**config.mk**
```make
export PLATFORM = sky130hd
export DESIGN_NAME = pio_ports
export DESIGN_NICKNAME = d
export VERILOG_FILES = /design/src/pio_pkg.sv /design/src/pio_input_cell.sv /design/src/pio_pin_driver.sv /design/src/pio_ports.sv
export SDC_FILE = /design/constraint.sdc
export NUM_CORES = 1
export LEC_CHECK = 0
export ABC_CLOCK_PERIOD_IN_PS = 2700
export BUFFER_PORTS_ARGS = -buffer_cell sky130_fd_sc_hd__buf_2
export CAP_MARGIN = 20
export CELL_PAD_IN_SITES_DETAIL_PLACEMENT = 1
export CELL_PAD_IN_SITES_GLOBAL_PLACEMENT = 2
export CORE_MARGIN = 4
export CORE_UTILIZATION = 30
export CTS_BUF_LIST = sky130_fd_sc_hd__clkbuf_4
export DETAILED_ROUTE_END_ITERATION = 6
export GPL_ROUTABILITY_DRIVEN = 0
export PLACE_DENSITY = 0.92
export SLEW_MARGIN = 15
export SYNTH_ARGS = -nofsm -noshare
export SYNTH_HDL_FRONTEND = slang
export SYNTH_HIERARCHICAL = 1
export SYNTH_SLANG_ARGS = --single-unit
export TNS_END_PERCENT = 10
```
**constraint.sdc**
```tcl
create_clock -name clock -period 2.7 [get_ports clock]
set_input_delay 0.27 -clock clock [delete_from_list [all_inputs] [get_ports clock]]
set_output_delay 0.27 -clock clock [all_outputs]
set_load 0.02 [all_outputs]
```
**src/pio_pkg.sv**
```systemverilog
// Shared constants, types and register map of the programmable I/O ports
package pio_pkg;
  localparam int NUM_PORTS = 3;
  localparam int PORT_B = 0;
  localparam int PORT_C = 1;
  localparam int PORT_D = 2;
  localparam int DATA_W = 8;
  localparam int ADDR_W = 8;
  localparam int WIDE_PINS = 8;
  localparam int NARROW_PINS = 3;
  localparam int CELL_GROUP = 4;

  localparam logic [DATA_W-1:0] WIDE_MASK = 8'hFF;
  localparam logic [DATA_W-1:0] NARROW_MASK = 8'h07;
  localparam logic [DATA_W-1:0] REG_RESET = 8'h00;

  // Register offsets inside one port
  localparam logic [ADDR_W-1:0] OFF_DATA_IN = 8'h00;
  localparam logic [ADDR_W-1:0] OFF_DATA_OUT = 8'h04;
  localparam logic [ADDR_W-1:0] OFF_DIR = 8'h06;
  localparam logic [ADDR_W-1:0] OFF_DRIVE = 8'h08;
  localparam logic [ADDR_W-1:0] OFF_INCELL = 8'h0A;
  localparam logic [ADDR_W-1:0] OFF_OUTCELL = 8'h0C;
  // Port offsets from the block base
  localparam logic [ADDR_W-1:0] PORT_OFF_B = 8'h00;
  localparam logic [ADDR_W-1:0] PORT_OFF_C = 8'h01;
  localparam logic [ADDR_W-1:0] PORT_OFF_D = 8'h10;
  localparam logic [ADDR_W-1:0] BASE_LIMIT = 8'hE0;

  // Pins whose drive bit selects open drain; the rest select fast slew
  localparam logic [WIDE_PINS-1:0] OD_MASK_B = 8'hF0;
  localparam logic [WIDE_PINS-1:0] OD_MASK_C = 8'hFF;
  localparam logic [NARROW_PINS-1:0] OD_MASK_D = 3'h0;

  typedef enum logic [1:0] {
    PIO_SRC_DATA_OUT,
    PIO_SRC_LOGIC_CELL,
    PIO_SRC_EXT_SELECT
  } pio_src_e;

  typedef enum logic [1:0] {
    PIO_IN_PASS,
    PIO_IN_LATCH,
    PIO_IN_REG
  } pio_incell_e;

  typedef struct packed {
    logic cs;
    logic rd;
    logic wr;
    logic [ADDR_W-1:0] addr;
    logic [DATA_W-1:0] wdata;
  } pio_bus_req_s;

  typedef struct packed {
    logic [DATA_W-1:0] out_value;
    logic [DATA_W-1:0] dir;
    logic [DATA_W-1:0] drive;
  } pio_port_regs_s;
endpackage : pio_pkg

```
**src/pio_input_cell.sv**
```systemverilog
// Input cell group: pass, transparent latch or edge register per pin
module pio_input_cell import pio_pkg::*; #(
  parameter int WIDTH = 4
) (
  input wire logic clock,
  input wire logic rst_b,
  input pio_incell_e mode [WIDTH],
  input wire logic pt_clock,
  input wire logic [WIDTH-1:0] pin_level,
  output logic [WIDTH-1:0] cell_out
);
  logic pt_prev;
  logic [WIDTH-1:0] held;

  always_ff @(posedge clock) begin
    if (!rst_b) begin
      pt_prev <= 1'b0;
    end else begin
      pt_prev <= pt_clock;
    end
  end

  always_ff @(posedge clock) begin
    if (!rst_b) begin
      held <= '0;
    end else begin
      for (int i = 0; i < WIDTH; i++) begin
        if (mode[i] == PIO_IN_REG && pt_clock && !pt_prev) begin
          held[i] <= pin_level[i];
        end else if (mode[i] == PIO_IN_LATCH && pt_clock) begin
          held[i] <= pin_level[i];
        end
      end
    end
  end

  always_comb begin
    for (int i = 0; i < WIDTH; i++) begin
      case (mode[i])
        PIO_IN_LATCH: cell_out[i] = pt_clock ? pin_level[i] : held[i];
        PIO_IN_REG: cell_out[i] = held[i];
        default: cell_out[i] = pin_level[i];
      endcase
    end
  end
endmodule : pio_input_cell

```
**src/pio_pin_driver.sv**
```systemverilog
// Output multiplexer, driver enable and drive style for one port
module pio_pin_driver import pio_pkg::*; #(
  parameter int WIDTH = 8,
  parameter logic [WIDTH-1:0] OD_MASK = '0,
  parameter bit USE_OE_TERM = 1'b1,
  parameter bit HAS_EXT = 1'b0
) (
  input pio_src_e src_sel [WIDTH],
  input wire logic [WIDTH-1:0] data_out,
  input wire logic [WIDTH-1:0] logic_cell,
  input wire logic [WIDTH-1:0] ext_select,
  input wire logic [WIDTH-1:0] dir,
  input wire logic [WIDTH-1:0] drive,
  input wire logic [WIDTH-1:0] oe_term,
  input wire logic [WIDTH-1:0] oe_term_defined,
  output logic [WIDTH-1:0] pin_out,
  output logic [WIDTH-1:0] pin_oe,
  output logic [WIDTH-1:0] fast_slew
);
  logic [WIDTH-1:0] value;
  logic [WIDTH-1:0] enable;

  always_comb begin
    for (int i = 0; i < WIDTH; i++) begin
      case (src_sel[i])
        PIO_SRC_LOGIC_CELL: value[i] = logic_cell[i];
        PIO_SRC_EXT_SELECT: value[i] = HAS_EXT ? ext_select[i] : data_out[i];
        default: value[i] = data_out[i];
      endcase
      // Undefined term leaves the direction bit in sole control
      enable[i] = dir[i] | (USE_OE_TERM & oe_term_defined[i] & oe_term[i]);
      if (OD_MASK[i] && drive[i]) begin
        pin_out[i] = 1'b0;
        pin_oe[i] = enable[i] & ~value[i];
      end else begin
        pin_out[i] = value[i];
        pin_oe[i] = enable[i];
      end
      fast_slew[i] = ~OD_MASK[i] & drive[i];
    end
  end
endmodule : pio_pin_driver

```
**src/pio_ports.sv**
```systemverilog
// Top of the programmable I/O ports: host registers, readback and pins
module pio_ports import pio_pkg::*; #(
  parameter logic [ADDR_W-1:0] BASE_ADDR = 8'h00,
  parameter logic [WIDE_PINS-1:0] JTAG_PIN_MASK = 8'h0F
) (
  input wire logic clock,
  input wire logic rst_b,
  input pio_bus_req_s host_req,
  output logic [DATA_W-1:0] host_rdata,
  output logic host_rdata_oe,
  input wire logic [WIDE_PINS-1:0] pin_b_in,
  output logic [WIDE_PINS-1:0] pin_b_out,
  output logic [WIDE_PINS-1:0] pin_b_oe,
  output logic [WIDE_PINS-1:0] pin_b_fast_slew,
  input wire logic [WIDE_PINS-1:0] pin_c_in,
  output logic [WIDE_PINS-1:0] pin_c_out,
  output logic [WIDE_PINS-1:0] pin_c_oe,
  output logic [WIDE_PINS-1:0] pin_c_fast_slew,
  input wire logic [NARROW_PINS-1:0] pin_d_in,
  output logic [NARROW_PINS-1:0] pin_d_out,
  output logic [NARROW_PINS-1:0] pin_d_oe,
  output logic [NARROW_PINS-1:0] pin_d_fast_slew,
  input pio_src_e src_sel_b [WIDE_PINS],
  input pio_src_e src_sel_c [WIDE_PINS],
  input pio_src_e src_sel_d [NARROW_PINS],
  input wire logic [WIDE_PINS-1:0] oe_term_b,
  input wire logic [WIDE_PINS-1:0] oe_term_defined_b,
  input wire logic [WIDE_PINS-1:0] oe_term_c,
  input wire logic [WIDE_PINS-1:0] oe_term_defined_c,
  input pio_incell_e input_logic_cell_mode_b [WIDE_PINS],
  input pio_incell_e input_logic_cell_mode_c [WIDE_PINS],
  input wire logic [1:0] input_logic_cell_clock_b,
  input wire logic [1:0] input_logic_cell_clock_c,
  input wire logic [WIDE_PINS-1:0] output_cell_group_one,
  input wire logic [WIDE_PINS-1:0] output_cell_group_two,
  input wire logic [NARROW_PINS-1:0] external_select_outputs,
  output logic [WIDE_PINS-1:0] logic_in_b,
  output logic [WIDE_PINS-1:0] logic_in_c,
  output logic [NARROW_PINS-1:0] logic_in_d,
  input wire logic jtag_enable,
  input wire logic [WIDE_PINS-1:0] jtag_pin_out,
  input wire logic [WIDE_PINS-1:0] jtag_pin_oe,
  output logic [WIDE_PINS-1:0] jtag_pin_in
);
  generate
    if (BASE_ADDR > BASE_LIMIT) begin : g_bad_base
      $error("BASE_ADDR leaves no room for the port registers");
    end
    // Refuse shapes that the decode and pin maps cannot serve
    if (JTAG_PIN_MASK == '0) begin : g_no_jtag
      $error("JTAG_PIN_MASK selects no programming pins");
    end
    if (WIDE_PINS != DATA_W) begin : g_bad_wide
      $error("Eight-pin ports must match the register width");
    end
    if (NARROW_PINS >= DATA_W) begin : g_bad_narrow
      $error("Three-pin port must be narrower than the registers");
    end
    if ((WIDE_PINS % CELL_GROUP) != 0) begin : g_bad_cells
      $error("Cell groups must divide the eight-pin ports evenly");
    end
    if ((WIDE_PINS / CELL_GROUP) != $bits(input_logic_cell_clock_b)) begin : g_bad_clocks
      $error("One cell clock is needed for each cell group");
    end
    if (PORT_OFF_C + OFF_OUTCELL >= PORT_OFF_D) begin : g_bad_windows
      $error("Port C registers run into the port D window");
    end
  endgenerate

  pio_port_regs_s port_regs [NUM_PORTS];
  logic [DATA_W-1:0] port_output_value [NUM_PORTS];
  logic [DATA_W-1:0] port_pin_direction [NUM_PORTS];
  logic [DATA_W-1:0] port_drive_style [NUM_PORTS];
  logic wr_prev;
  logic [ADDR_W-1:0] addr_held;
  logic [DATA_W-1:0] data_held;
  logic write_commit;
  logic bus_wr;
  logic bus_rd;
  logic [DATA_W-1:0] next_host_rdata;
  logic [DATA_W-1:0] pin_level [NUM_PORTS];
  logic [DATA_W-1:0] cell_level [NUM_PORTS];
  logic [DATA_W-1:0] outcell_level [NUM_PORTS];
  logic [WIDE_PINS-1:0] drv_c_out;
  logic [WIDE_PINS-1:0] drv_c_oe;

  function automatic logic [DATA_W-1:0] port_mask(input int p);
    return (p == PORT_D) ? NARROW_MASK : WIDE_MASK;
  endfunction : port_mask

  function automatic logic [ADDR_W-1:0] reg_addr(input int p, input logic [ADDR_W-1:0] off);
    logic [ADDR_W-1:0] port_off;
    if (p == PORT_B) begin
      port_off = PORT_OFF_B;
    end else if (p == PORT_C) begin
      port_off = PORT_OFF_C;
    end else begin
      port_off = PORT_OFF_D;
    end
    return ADDR_W'(BASE_ADDR + port_off + off);
  endfunction : reg_addr

  assign bus_wr = host_req.cs & host_req.wr;
  assign bus_rd = host_req.cs & host_req.rd;

  // Address and data held while the strobe is up, used at its fall
  always_ff @(posedge clock) begin
    if (!rst_b) begin
      wr_prev <= 1'b0;
      addr_held <= '0;
      data_held <= '0;
    end else begin
      wr_prev <= bus_wr;
      if (bus_wr) begin
        addr_held <= host_req.addr;
        data_held <= host_req.wdata;
      end
    end
  end

  assign write_commit = wr_prev & ~bus_wr;

  // Data-out registers, loaded at the strobe's trailing edge
  always_ff @(posedge clock) begin
    if (!rst_b) begin
      for (int p = 0; p < NUM_PORTS; p++) begin
        port_output_value[p] <= REG_RESET;
      end
    end else if (write_commit) begin
      for (int p = 0; p < NUM_PORTS; p++) begin
        if (addr_held == reg_addr(p, OFF_DATA_OUT)) begin
          port_output_value[p] <= data_held & port_mask(p);
        end
      end
    end
  end

  // Direction registers; every direction bit resets to input, though enable terms can still drive port B and C pins
  always_ff @(posedge clock) begin
    if (!rst_b) begin
      for (int p = 0; p < NUM_PORTS; p++) begin
        port_pin_direction[p] <= REG_RESET;
      end
    end else if (write_commit) begin
      for (int p = 0; p < NUM_PORTS; p++) begin
        if (addr_held == reg_addr(p, OFF_DIR)) begin
          port_pin_direction[p] <= data_held & port_mask(p);
        end
      end
    end
  end

  // Drive style registers: open drain or fast slew per pin
  always_ff @(posedge clock) begin
    if (!rst_b) begin
      for (int p = 0; p < NUM_PORTS; p++) begin
        port_drive_style[p] <= REG_RESET;
      end
    end else if (write_commit) begin
      for (int p = 0; p < NUM_PORTS; p++) begin
        if (addr_held == reg_addr(p, OFF_DRIVE)) begin
          port_drive_style[p] <= data_held & port_mask(p);
        end
      end
    end
  end

  // Register bundle per port for the readback and the pin drivers
  always_comb begin
    for (int p = 0; p < NUM_PORTS; p++) begin
      port_regs[p].out_value = port_output_value[p];
      port_regs[p].dir = port_pin_direction[p];
      port_regs[p].drive = port_drive_style[p];
    end
  end

  // Sources seen by the readback buffer, zero-extended
  always_comb begin
    pin_level[PORT_B] = pin_b_in;
    pin_level[PORT_C] = pin_c_in;
    pin_level[PORT_D] = {{(DATA_W - NARROW_PINS){1'b0}}, pin_d_in};
    cell_level[PORT_B] = logic_in_b;
    cell_level[PORT_C] = logic_in_c;
    cell_level[PORT_D] = {{(DATA_W - NARROW_PINS){1'b0}}, logic_in_d};
    outcell_level[PORT_B] = output_cell_group_one;
    outcell_level[PORT_C] = output_cell_group_two;
    outcell_level[PORT_D] = {{(DATA_W - NARROW_PINS){1'b0}}, external_select_outputs};
  end

  always_comb begin
    next_host_rdata = '0;
    for (int p = 0; p < NUM_PORTS; p++) begin
      if (host_req.addr == reg_addr(p, OFF_DATA_IN)) begin
        next_host_rdata = pin_level[p];
      end else if (host_req.addr == reg_addr(p, OFF_DATA_OUT)) begin
        next_host_rdata = port_regs[p].out_value;
      end else if (host_req.addr == reg_addr(p, OFF_DIR)) begin
        next_host_rdata = port_regs[p].dir;
      end else if (host_req.addr == reg_addr(p, OFF_DRIVE)) begin
        next_host_rdata = port_regs[p].drive;
      end else if (host_req.addr == reg_addr(p, OFF_INCELL)) begin
        next_host_rdata = cell_level[p];
      end else if (host_req.addr == reg_addr(p, OFF_OUTCELL)) begin
        next_host_rdata = outcell_level[p];
      end
    end
  end

  always_ff @(posedge clock) begin
    if (!rst_b) begin
      host_rdata <= '0;
    end else if (bus_rd) begin
      host_rdata <= next_host_rdata;
    end else begin
      host_rdata <= '0;
    end
  end

  // Only one source reaches the bus, and only during a read
  assign host_rdata_oe = bus_rd;

  // Input cells, four pins to each clocking product term
  generate
    for (genvar g = 0; g < WIDE_PINS / CELL_GROUP; g++) begin : g_cells
      pio_input_cell #(
        .WIDTH(CELL_GROUP)
      ) u_cell_b (
        .clock(clock),
        .rst_b(rst_b),
        .mode(input_logic_cell_mode_b[g*CELL_GROUP +: CELL_GROUP]),
        .pt_clock(input_logic_cell_clock_b[g]),
        .pin_level(pin_b_in[g*CELL_GROUP +: CELL_GROUP]),
        .cell_out(logic_in_b[g*CELL_GROUP +: CELL_GROUP])
      );
      pio_input_cell #(
        .WIDTH(CELL_GROUP)
      ) u_cell_c (
        .clock(clock),
        .rst_b(rst_b),
        .mode(input_logic_cell_mode_c[g*CELL_GROUP +: CELL_GROUP]),
        .pt_clock(input_logic_cell_clock_c[g]),
        .pin_level(pin_c_in[g*CELL_GROUP +: CELL_GROUP]),
        .cell_out(logic_in_c[g*CELL_GROUP +: CELL_GROUP])
      );
    end
  endgenerate

  assign logic_in_d = pin_d_in;

  pio_pin_driver #(
    .WIDTH(WIDE_PINS),
    .OD_MASK(OD_MASK_B),
    .USE_OE_TERM(1'b1),
    .HAS_EXT(1'b0)
  ) u_drv_b (
    .src_sel(src_sel_b),
    .data_out(port_regs[PORT_B].out_value),
    .logic_cell(output_cell_group_one),
    .ext_select('0),
    .dir(port_regs[PORT_B].dir),
    .drive(port_regs[PORT_B].drive),
    .oe_term(oe_term_b),
    .oe_term_defined(oe_term_defined_b),
    .pin_out(pin_b_out),
    .pin_oe(pin_b_oe),
    .fast_slew(pin_b_fast_slew)
  );

  pio_pin_driver #(
    .WIDTH(WIDE_PINS),
    .OD_MASK(OD_MASK_C),
    .USE_OE_TERM(1'b1),
    .HAS_EXT(1'b0)
  ) u_drv_c (
    .src_sel(src_sel_c),
    .data_out(port_regs[PORT_C].out_value),
    .logic_cell(output_cell_group_two),
    .ext_select('0),
    .dir(port_regs[PORT_C].dir),
    .drive(port_regs[PORT_C].drive),
    .oe_term(oe_term_c),
    .oe_term_defined(oe_term_defined_c),
    .pin_out(drv_c_out),
    .pin_oe(drv_c_oe),
    .fast_slew(pin_c_fast_slew)
  );

  pio_pin_driver #(
    .WIDTH(NARROW_PINS),
    .OD_MASK(OD_MASK_D),
    .USE_OE_TERM(1'b0),
    .HAS_EXT(1'b1)
  ) u_drv_d (
    .src_sel(src_sel_d),
    .data_out(port_regs[PORT_D].out_value[NARROW_PINS-1:0]),
    .logic_cell('0),
    .ext_select(external_select_outputs),
    .dir(port_regs[PORT_D].dir[NARROW_PINS-1:0]),
    .drive(port_regs[PORT_D].drive[NARROW_PINS-1:0]),
    .oe_term('0),
    .oe_term_defined('0),
    .pin_out(pin_d_out),
    .pin_oe(pin_d_oe),
    .fast_slew(pin_d_fast_slew)
  );

  // Programming pins take over the shared port C pins while enabled
  always_comb begin
    for (int i = 0; i < WIDE_PINS; i++) begin
      if (jtag_enable && JTAG_PIN_MASK[i]) begin
        pin_c_out[i] = jtag_pin_out[i];
        pin_c_oe[i] = jtag_pin_oe[i];
      end else begin
        pin_c_out[i] = drv_c_out[i];
        pin_c_oe[i] = drv_c_oe[i];
      end
    end
  end

  assign jtag_pin_in = pin_c_in & JTAG_PIN_MASK;
endmodule : pio_ports

```
==> results.ini, run 1 <==
[synthesis]
seq_area_frac_synth_pct=33.58
syn_inst=830
yosys.area.top_type_share_pct=22.00
synthesis.area_mm2=0.007780
ys_top_cells_by_count=84 x nand2_1, 75 x inv_1, 57 x edfxtp_1
synthFlopType=edfxtp_1
async_flop_share_pct=0
syn_area_per_cell_um2=9.373
yosysWarnings=6
synth-edff-count=57
synthTopCellsByArea=edfxtp_1 22%, dfxtp_1 12%, ha_1 6.1%
synth.distinct_cells=75
synth_top_area_cell=edfxtp_1
ys_ff_latch=102
synth.most_common_cell=nand2_1

[placement]
placedCellCount=1381
dp_hpwl_um=24210
place_area_mm2=0.009244
io_buffer_count=250

[timing]
maxSlewViolCount=0
fin_skew_ns=0.01922
fin_crit_ns=2.336
rsz0062_at_grt=no
timing.final.crit_share_pct=86.52
setup_viol=0
max_clock_freq_ghz=0.4281
tightest_slew_ns=0.7227
max-slew-margin-rel_pct=51.64
fin_setup_tns_ns=0
hold_viol_final=0

[status]
outcome=complete, but fails checks
violations=design-rule violations

[setup_path]
worst-path-max-fanout=10
startpoint_type=primary input
critPathArrivalTime_ns=2.48
r2r_cells=4
crit_type=in2reg
crit_required_ns=2.84
r2r-end=port_drive_style[0][17]
rrSetupSlack_ns=0.62
reg2reg_from=addr_held[7]
endpoint_kind=flip-flop

[global_routing]
grt_usage_pct=19.90
grt_max_degree=64
grt_overflow=0
grt_pass1_wl_um=43370
grt_antenna_before_repair=2
grt_pass1_vias=7600

[clocking]
clock_latency_ns=0.50
cts_resized=0
cts.sinks=102
cts_tree=done
numCtsBuffers=9
cts_root_buffer=clkbuf_4
clockBufferDepth=2
clk_pin_slew_ns=0.15
cts_max_level=3

[die]
dieWidth_um=169.0
dieHeight_um=169.0
ios=275
dieArea_mm2=0.02857
fp.coreArea_mm2=0.02533
rows=58
floorplan.initialDensity_pct=30.72

[power_and_ir_drop]
p_leak_nw=4.431
p_per_area_mw_per_mm2=384.2
p_total_mw=3.688
vdd_drop_max_mv=0.2045

[drt]
drc=1
vias=7302
drt-pass1-iter-count=7
routed_via_density=5.150
drt_wl_total_um=29510
drt_iter0_drc=617
drtAntennaViolNets=0
drt-wirelength-per-cell_um=20.81

[layout]
nets=1301
utilization_pct=37.91
area_growth_pct=23.40
drive_above_1_share_pct=37.48
instances_no_fill=1418
design_area_mm2=0.009600

[min_path]
hold_path.class=in2reg
worstHoldStart=pin_c_in[2]
whs_path_depth=3
hold_path_end=g_cells[0].u_cell_c/held[2]

[flow_run]
drv_cap=0

==> worst max-delay path, cell delays in order <==
cell and delay, ns:
dlygate4sd3_1 0.55, buf_2 0.13, nand2_1 0.26, nand4_1 0.18
or3b_2 0.51, o21ai_0 0.58
==> kinds of logic (layout without fill, tap and decap cells) <==
family	Yosys count	count (layout)	share of synthesized area [%]
AOI/OAI and AO/OA	224	224	21.52
adders and majority gates	38	38	6.111
buffers and inverters	152	392	10.20
DFF	102	102	33.58
muxes	57	57	8.395
other	3	21	0.1447
and+or+nand+nor	254	254	20.05
==> timing repair <==
item	4_1_cts	5_1_grt
hold endpoints to repair	19	0
endpoints found under the setup margin	0	0
buffers inserted	0	0
hold buffers	19	0
==> state kept, by name, indices dropped and copies added, names as in the netlist <==
register and cells:
addr_held 8, host_rdata 8, data_held 8, port_output_value 19, wr_prev 1, port_drive_style 19
g_cells.u_cell_b/pt_prev 2, g_cells.u_cell_c/held 8, port_pin_direction 19, g_cells.u_cell_b/held 8, g_cells.u_cell_c/pt_prev 2
==> per-layer routing <==
layer | global-route usage (%) | vias to the layer above | routed length (um)
met4 | 8.435 | 0 | 1215
met3 | 3.433 | 63 | 2004
met5 | 0 | - | 0
li1 | - | 3398 | -
met2 | 35.10 | 316 | 14630
met1 | 23.88 | 3525 | 11660
==> cells in the final DEF (no fill, tap or decap), types with 5 or more instances in the layout <==
cell,count
o21ai_1,22
edfxtp_1,57
buf_2,250
dlygate4sd3_1,19
nand2b_4,12
a31oi_1,5
o21ai_0,20
or3_1,7
a32oi_1,5
mux2_2,18
nand3_1,10
a22oi_1,8
nand2b_1,9
a21oi_1,52
o32ai_2,16
buf_4,27
nor2b_1,27
inv_1,75
nor3_1,7
mux2i_1,27
and2_1,30
a21oi_2,28
a21o_1,8
nand2_1,84
a32o_1,6
clkbuf_4,10
a21boi_0,14
dfxtp_1,45
nor2b_4,12
conb_1,19
mux2_4,12
nor2_1,25
ha_1,38
==> how the worst max path moves through the flow <==
stage / start / endpoint / slack [ns] / depth (start not counted)
finish: host_req[16] / port_drive_style[0][17] / 0.36 / 6
global route: host_req[16] / port_drive_style[0][17] / 0.32 / 6
CTS: host_req[16] / port_drive_style[0][16] / 0.49 / 6
detailed placement: host_req[10] / host_rdata[3] / 0.40 / 7
global placement: host_req[10] / host_rdata[3] / 0.42 / 7
floorplan: host_req[18] / port_output_value[0][0] / 0.78 / 4
==> layout make-up <==
| cell class | instances | area, um^2 |
|---|---|---|
| clock inverters | 6 | 86.33 |
| well taps | 330 | 412.9 |
| flip-flops and latches | 102 | 2613 |
| clock buffers | 10 | 75.07 |
| diodes | 2 | 5.005 |
| multi-input cells | 592 | 4434 |
| inverters | 80 | 330.3 |
| repair buffers | 296 | 1644 |
| fillers | 3030 | 15730 |
==> report_power, final <==
group / total (mW) / internal, mW / switching, mW / leakage [nW]
clock: 0.910 / 0.384 / 0.526 / 0.0864
combinational: 1.03 / 0.429 / 0.598 / 3.39
sequential: 1.75 / 1.69 / 0.0582 / 0.957
total: 3.69 / 2.51 / 1.18 / 4.43
==> per-stage QoR <==
| step | hold slack, ns | setup WS, ns |
|---|---|---|
| global route | 0.03409 | 0.3215 |
| global placement | 0.4425 | 0.4215 |
| CTS | 0.0009104 | 0.4850 |
| detailed placement | 0.4549 | 0.3966 |
| floorplan | 0.4048 | 0.7821 |
| finish | 0.04365 | 0.3639 |
No activity file was read; power rests on OpenSTA's default activity.
==> run 2, diff against run 1 <==
- MAX_ROUTING_LAYER: unset -> met4
==> results.ini, run 2 (synthesis gave the netlist of run 1 again) <==
[status]
outcome=finished, final reports clean  ; was complete, but fails checks

[min_path]
worstHoldStart=pin_c_in[2]  ; unchanged
hold_path.class=in2reg  ; unchanged
hold_path_end=g_cells[0].u_cell_c/held[2]  ; unchanged
whs_path_depth=3  ; unchanged

[die]
dieArea_mm2=0.02857  ; unchanged
rows=58  ; unchanged
ios=275  ; unchanged
dieHeight_um=169.0  ; unchanged
fp.coreArea_mm2=0.02533  ; unchanged
dieWidth_um=169.0  ; unchanged
floorplan.initialDensity_pct=30.72  ; unchanged

[layout]
design_area_mm2=0.009600  ; unchanged
area_growth_pct=23.40  ; unchanged
nets=1301  ; unchanged
most-common-layout-cells=250 x buf_2, 84 x nand2_1, 75 x inv_1  ; unchanged
instances_no_fill=1418  ; unchanged
drive_above_1_share_pct=37.48  ; unchanged
reg_top3=port_drive_style: 19 flops, port_output_value: 19 flops, port_pin_direction: 19 flops  ; unchanged
mostFrequentLayoutCell=buf_2  ; unchanged

[power_and_ir_drop]
p_total_mw=3.692  ; was 3.688 mW
p_per_area_mw_per_mm2=384.5  ; was 384.2 mW/mm^2
vdd_drop_max_mv=0.2039  ; was 0.2045 mV
p_leak_nw=4.431  ; unchanged

[setup_path]
r2r_cells=4  ; unchanged
crit_type=in2reg  ; unchanged
cpLargestDelayFamily=simple AND/OR/NAND/NOR gates  ; unchanged
reg2reg_from=addr_held[7]  ; unchanged
r2r-end=port_drive_style[0][17]  ; unchanged
path_buf_inv=2  ; unchanged
critPathArrivalTime_ns=2.47  ; was 2.48 ns
cp_slowest_cell=o21ai_0  ; unchanged
startpoint_type=primary input  ; unchanged
crit_required_ns=2.85  ; was 2.84 ns
worst-path-max-fanout=10  ; unchanged
crit_path_max_incr_delay_ns=0.58  ; about the same
rrSetupSlack_ns=0.62  ; about the same
path_depth=6  ; unchanged
endpoint_kind=flip-flop  ; unchanged
worstPathCellList=dlygate4sd3_1 > buf_2 > nand2_1 > nand4_1 > or3b_2 > o21ai_0  ; unchanged

[global_routing]
grt_max_degree=64  ; unchanged
grt_busiest_layer=met2  ; unchanged
grt_pass1_wl_um=43430  ; was 43370 um
use_met1_pct=24.18  ; was 23.88%
grt_pass1_vias=7579  ; was 7600
grt_antenna_before_repair=2  ; unchanged
grt_overflow=0  ; unchanged
grt_usage_pct=20.53  ; was 19.90%
globalRouteMet2Util_pct=34.99  ; was 35.10%
met3_usage_pct=3.293  ; was 3.433%

[clocking]
cts_root_buffer=clkbuf_4  ; unchanged
cts_resized=0  ; unchanged
clk_pin_slew_ns=0.16  ; was 0.15 ns
numCtsBuffers=9  ; unchanged
cts.sinks=102  ; unchanged
clock_latency_ns=0.50  ; about the same
clockBufferDepth=2  ; unchanged
cts_max_level=3  ; unchanged
cts_tree=done  ; unchanged

[drt]
drt-wirelength-per-cell_um=20.88  ; was 20.81 um
drt-pass1-iter-count=7  ; unchanged
drtAntennaViolNets=0  ; unchanged
drc=0  ; was 1
routed_via_density=5.134  ; was 5.150
drt_iter0_drc=497  ; was 617
vias=7280  ; was 7302
drt_wl_total_um=29610  ; was 29510 um

[timing]
max_clock_freq_ghz=0.4305  ; was 0.4281 GHz
rsz0062_at_grt=no  ; unchanged
hold_viol_final=0  ; unchanged
fin_skew_ns=0.02003  ; was 0.01922 ns
max-slew-margin-rel_pct=49.58  ; was 51.64%
hold_slack_ns=0.03717  ; was 0.04365 ns
setup_viol=0  ; unchanged
tightest_slew_ns=0.7535  ; was 0.7227 ns
fin_setup_tns_ns=0  ; unchanged
timing.final.crit_share_pct=86.03  ; was 86.52%
fin_crit_ns=2.323  ; was 2.336 ns
maxSlewViolCount=0  ; unchanged

[placement]
placedCellCount=1381  ; unchanged
place_area_mm2=0.009244  ; unchanged
io_buffer_count=250  ; unchanged
dp_hpwl_um=24210  ; unchanged

[flow_run]
drv_cap=0  ; unchanged

## run 2: cell counts in the layout (fill, tap and decap cells not counted)
No cell type changed its count.
## run 2: area by class of cell
| cell class | count | area, um^2 |
|---|---|---|
| clock inverter | 6 | 86.33 |
| clock buffer | 10 | 75.07 |
| antenna | 2 | 5.005 |
| timing repair buffer | 296 | 1644 |
| inverter | 80 | 330.3 |
| sequential | 102 | 2613 |
| tap | 330 | 412.9 |
| multi-input combinational | 592 | 4434 |
| fill | 3030 | 15730 |
## run 2: routing by layer
metal	up-vias	wire [um]
met3	63	2184
met2	332	14550
met5	-	0
li1	3399	-
met1	3486	11640
met4	0	1238
## run 2: power breakdown
part	internal [mW]	switching, mW	leakage, nW
Combinational	0.429	0.599	3.39
Clock	0.384	0.529	0.0864
Sequential	1.69	0.0580	0.957
Total	2.51	1.19	4.43
## run 2: how the worst max path moves through the flow
| stage | start | end | slack (ns) |
|---|---|---|---|
| 6_report | host_req[16] | port_drive_style[0][17] | 0.38 |
| 5_1_grt | host_req[16] | port_drive_style[0][17] | 0.34 |
| 4_1_cts | host_req[16] | port_drive_style[0][16] | 0.49 |
| 3_5_place_dp | host_req[10] | host_rdata[3] | 0.40 |
| 3_3_place_gp | host_req[10] | host_rdata[3] | 0.42 |
| 2_1_floorplan | host_req[18] | port_output_value[0][0] | 0.78 |
## run 2: what timing repair did
item                      CTS  global route
hold endpoints to repair   19             0
hold buffers               19             0
buffers inserted            0             0
## run 2: worst reg2reg max path, cell delays in order, from the launching register on
cell,delay [ns]
dfxtp_1,0.34
nor2_1,0.16
nand4_1,0.15
or3b_2,0.51
o21ai_0,0.58
## run 2: stage by stage
step,setup WS [ns],utilization [%]
floorplan,0.7821,-
global placement,0.4215,36.50
detailed placement,0.3966,36.50
CTS,0.4850,37.89
global route,0.3400,37.91
finish,0.3772,37.91
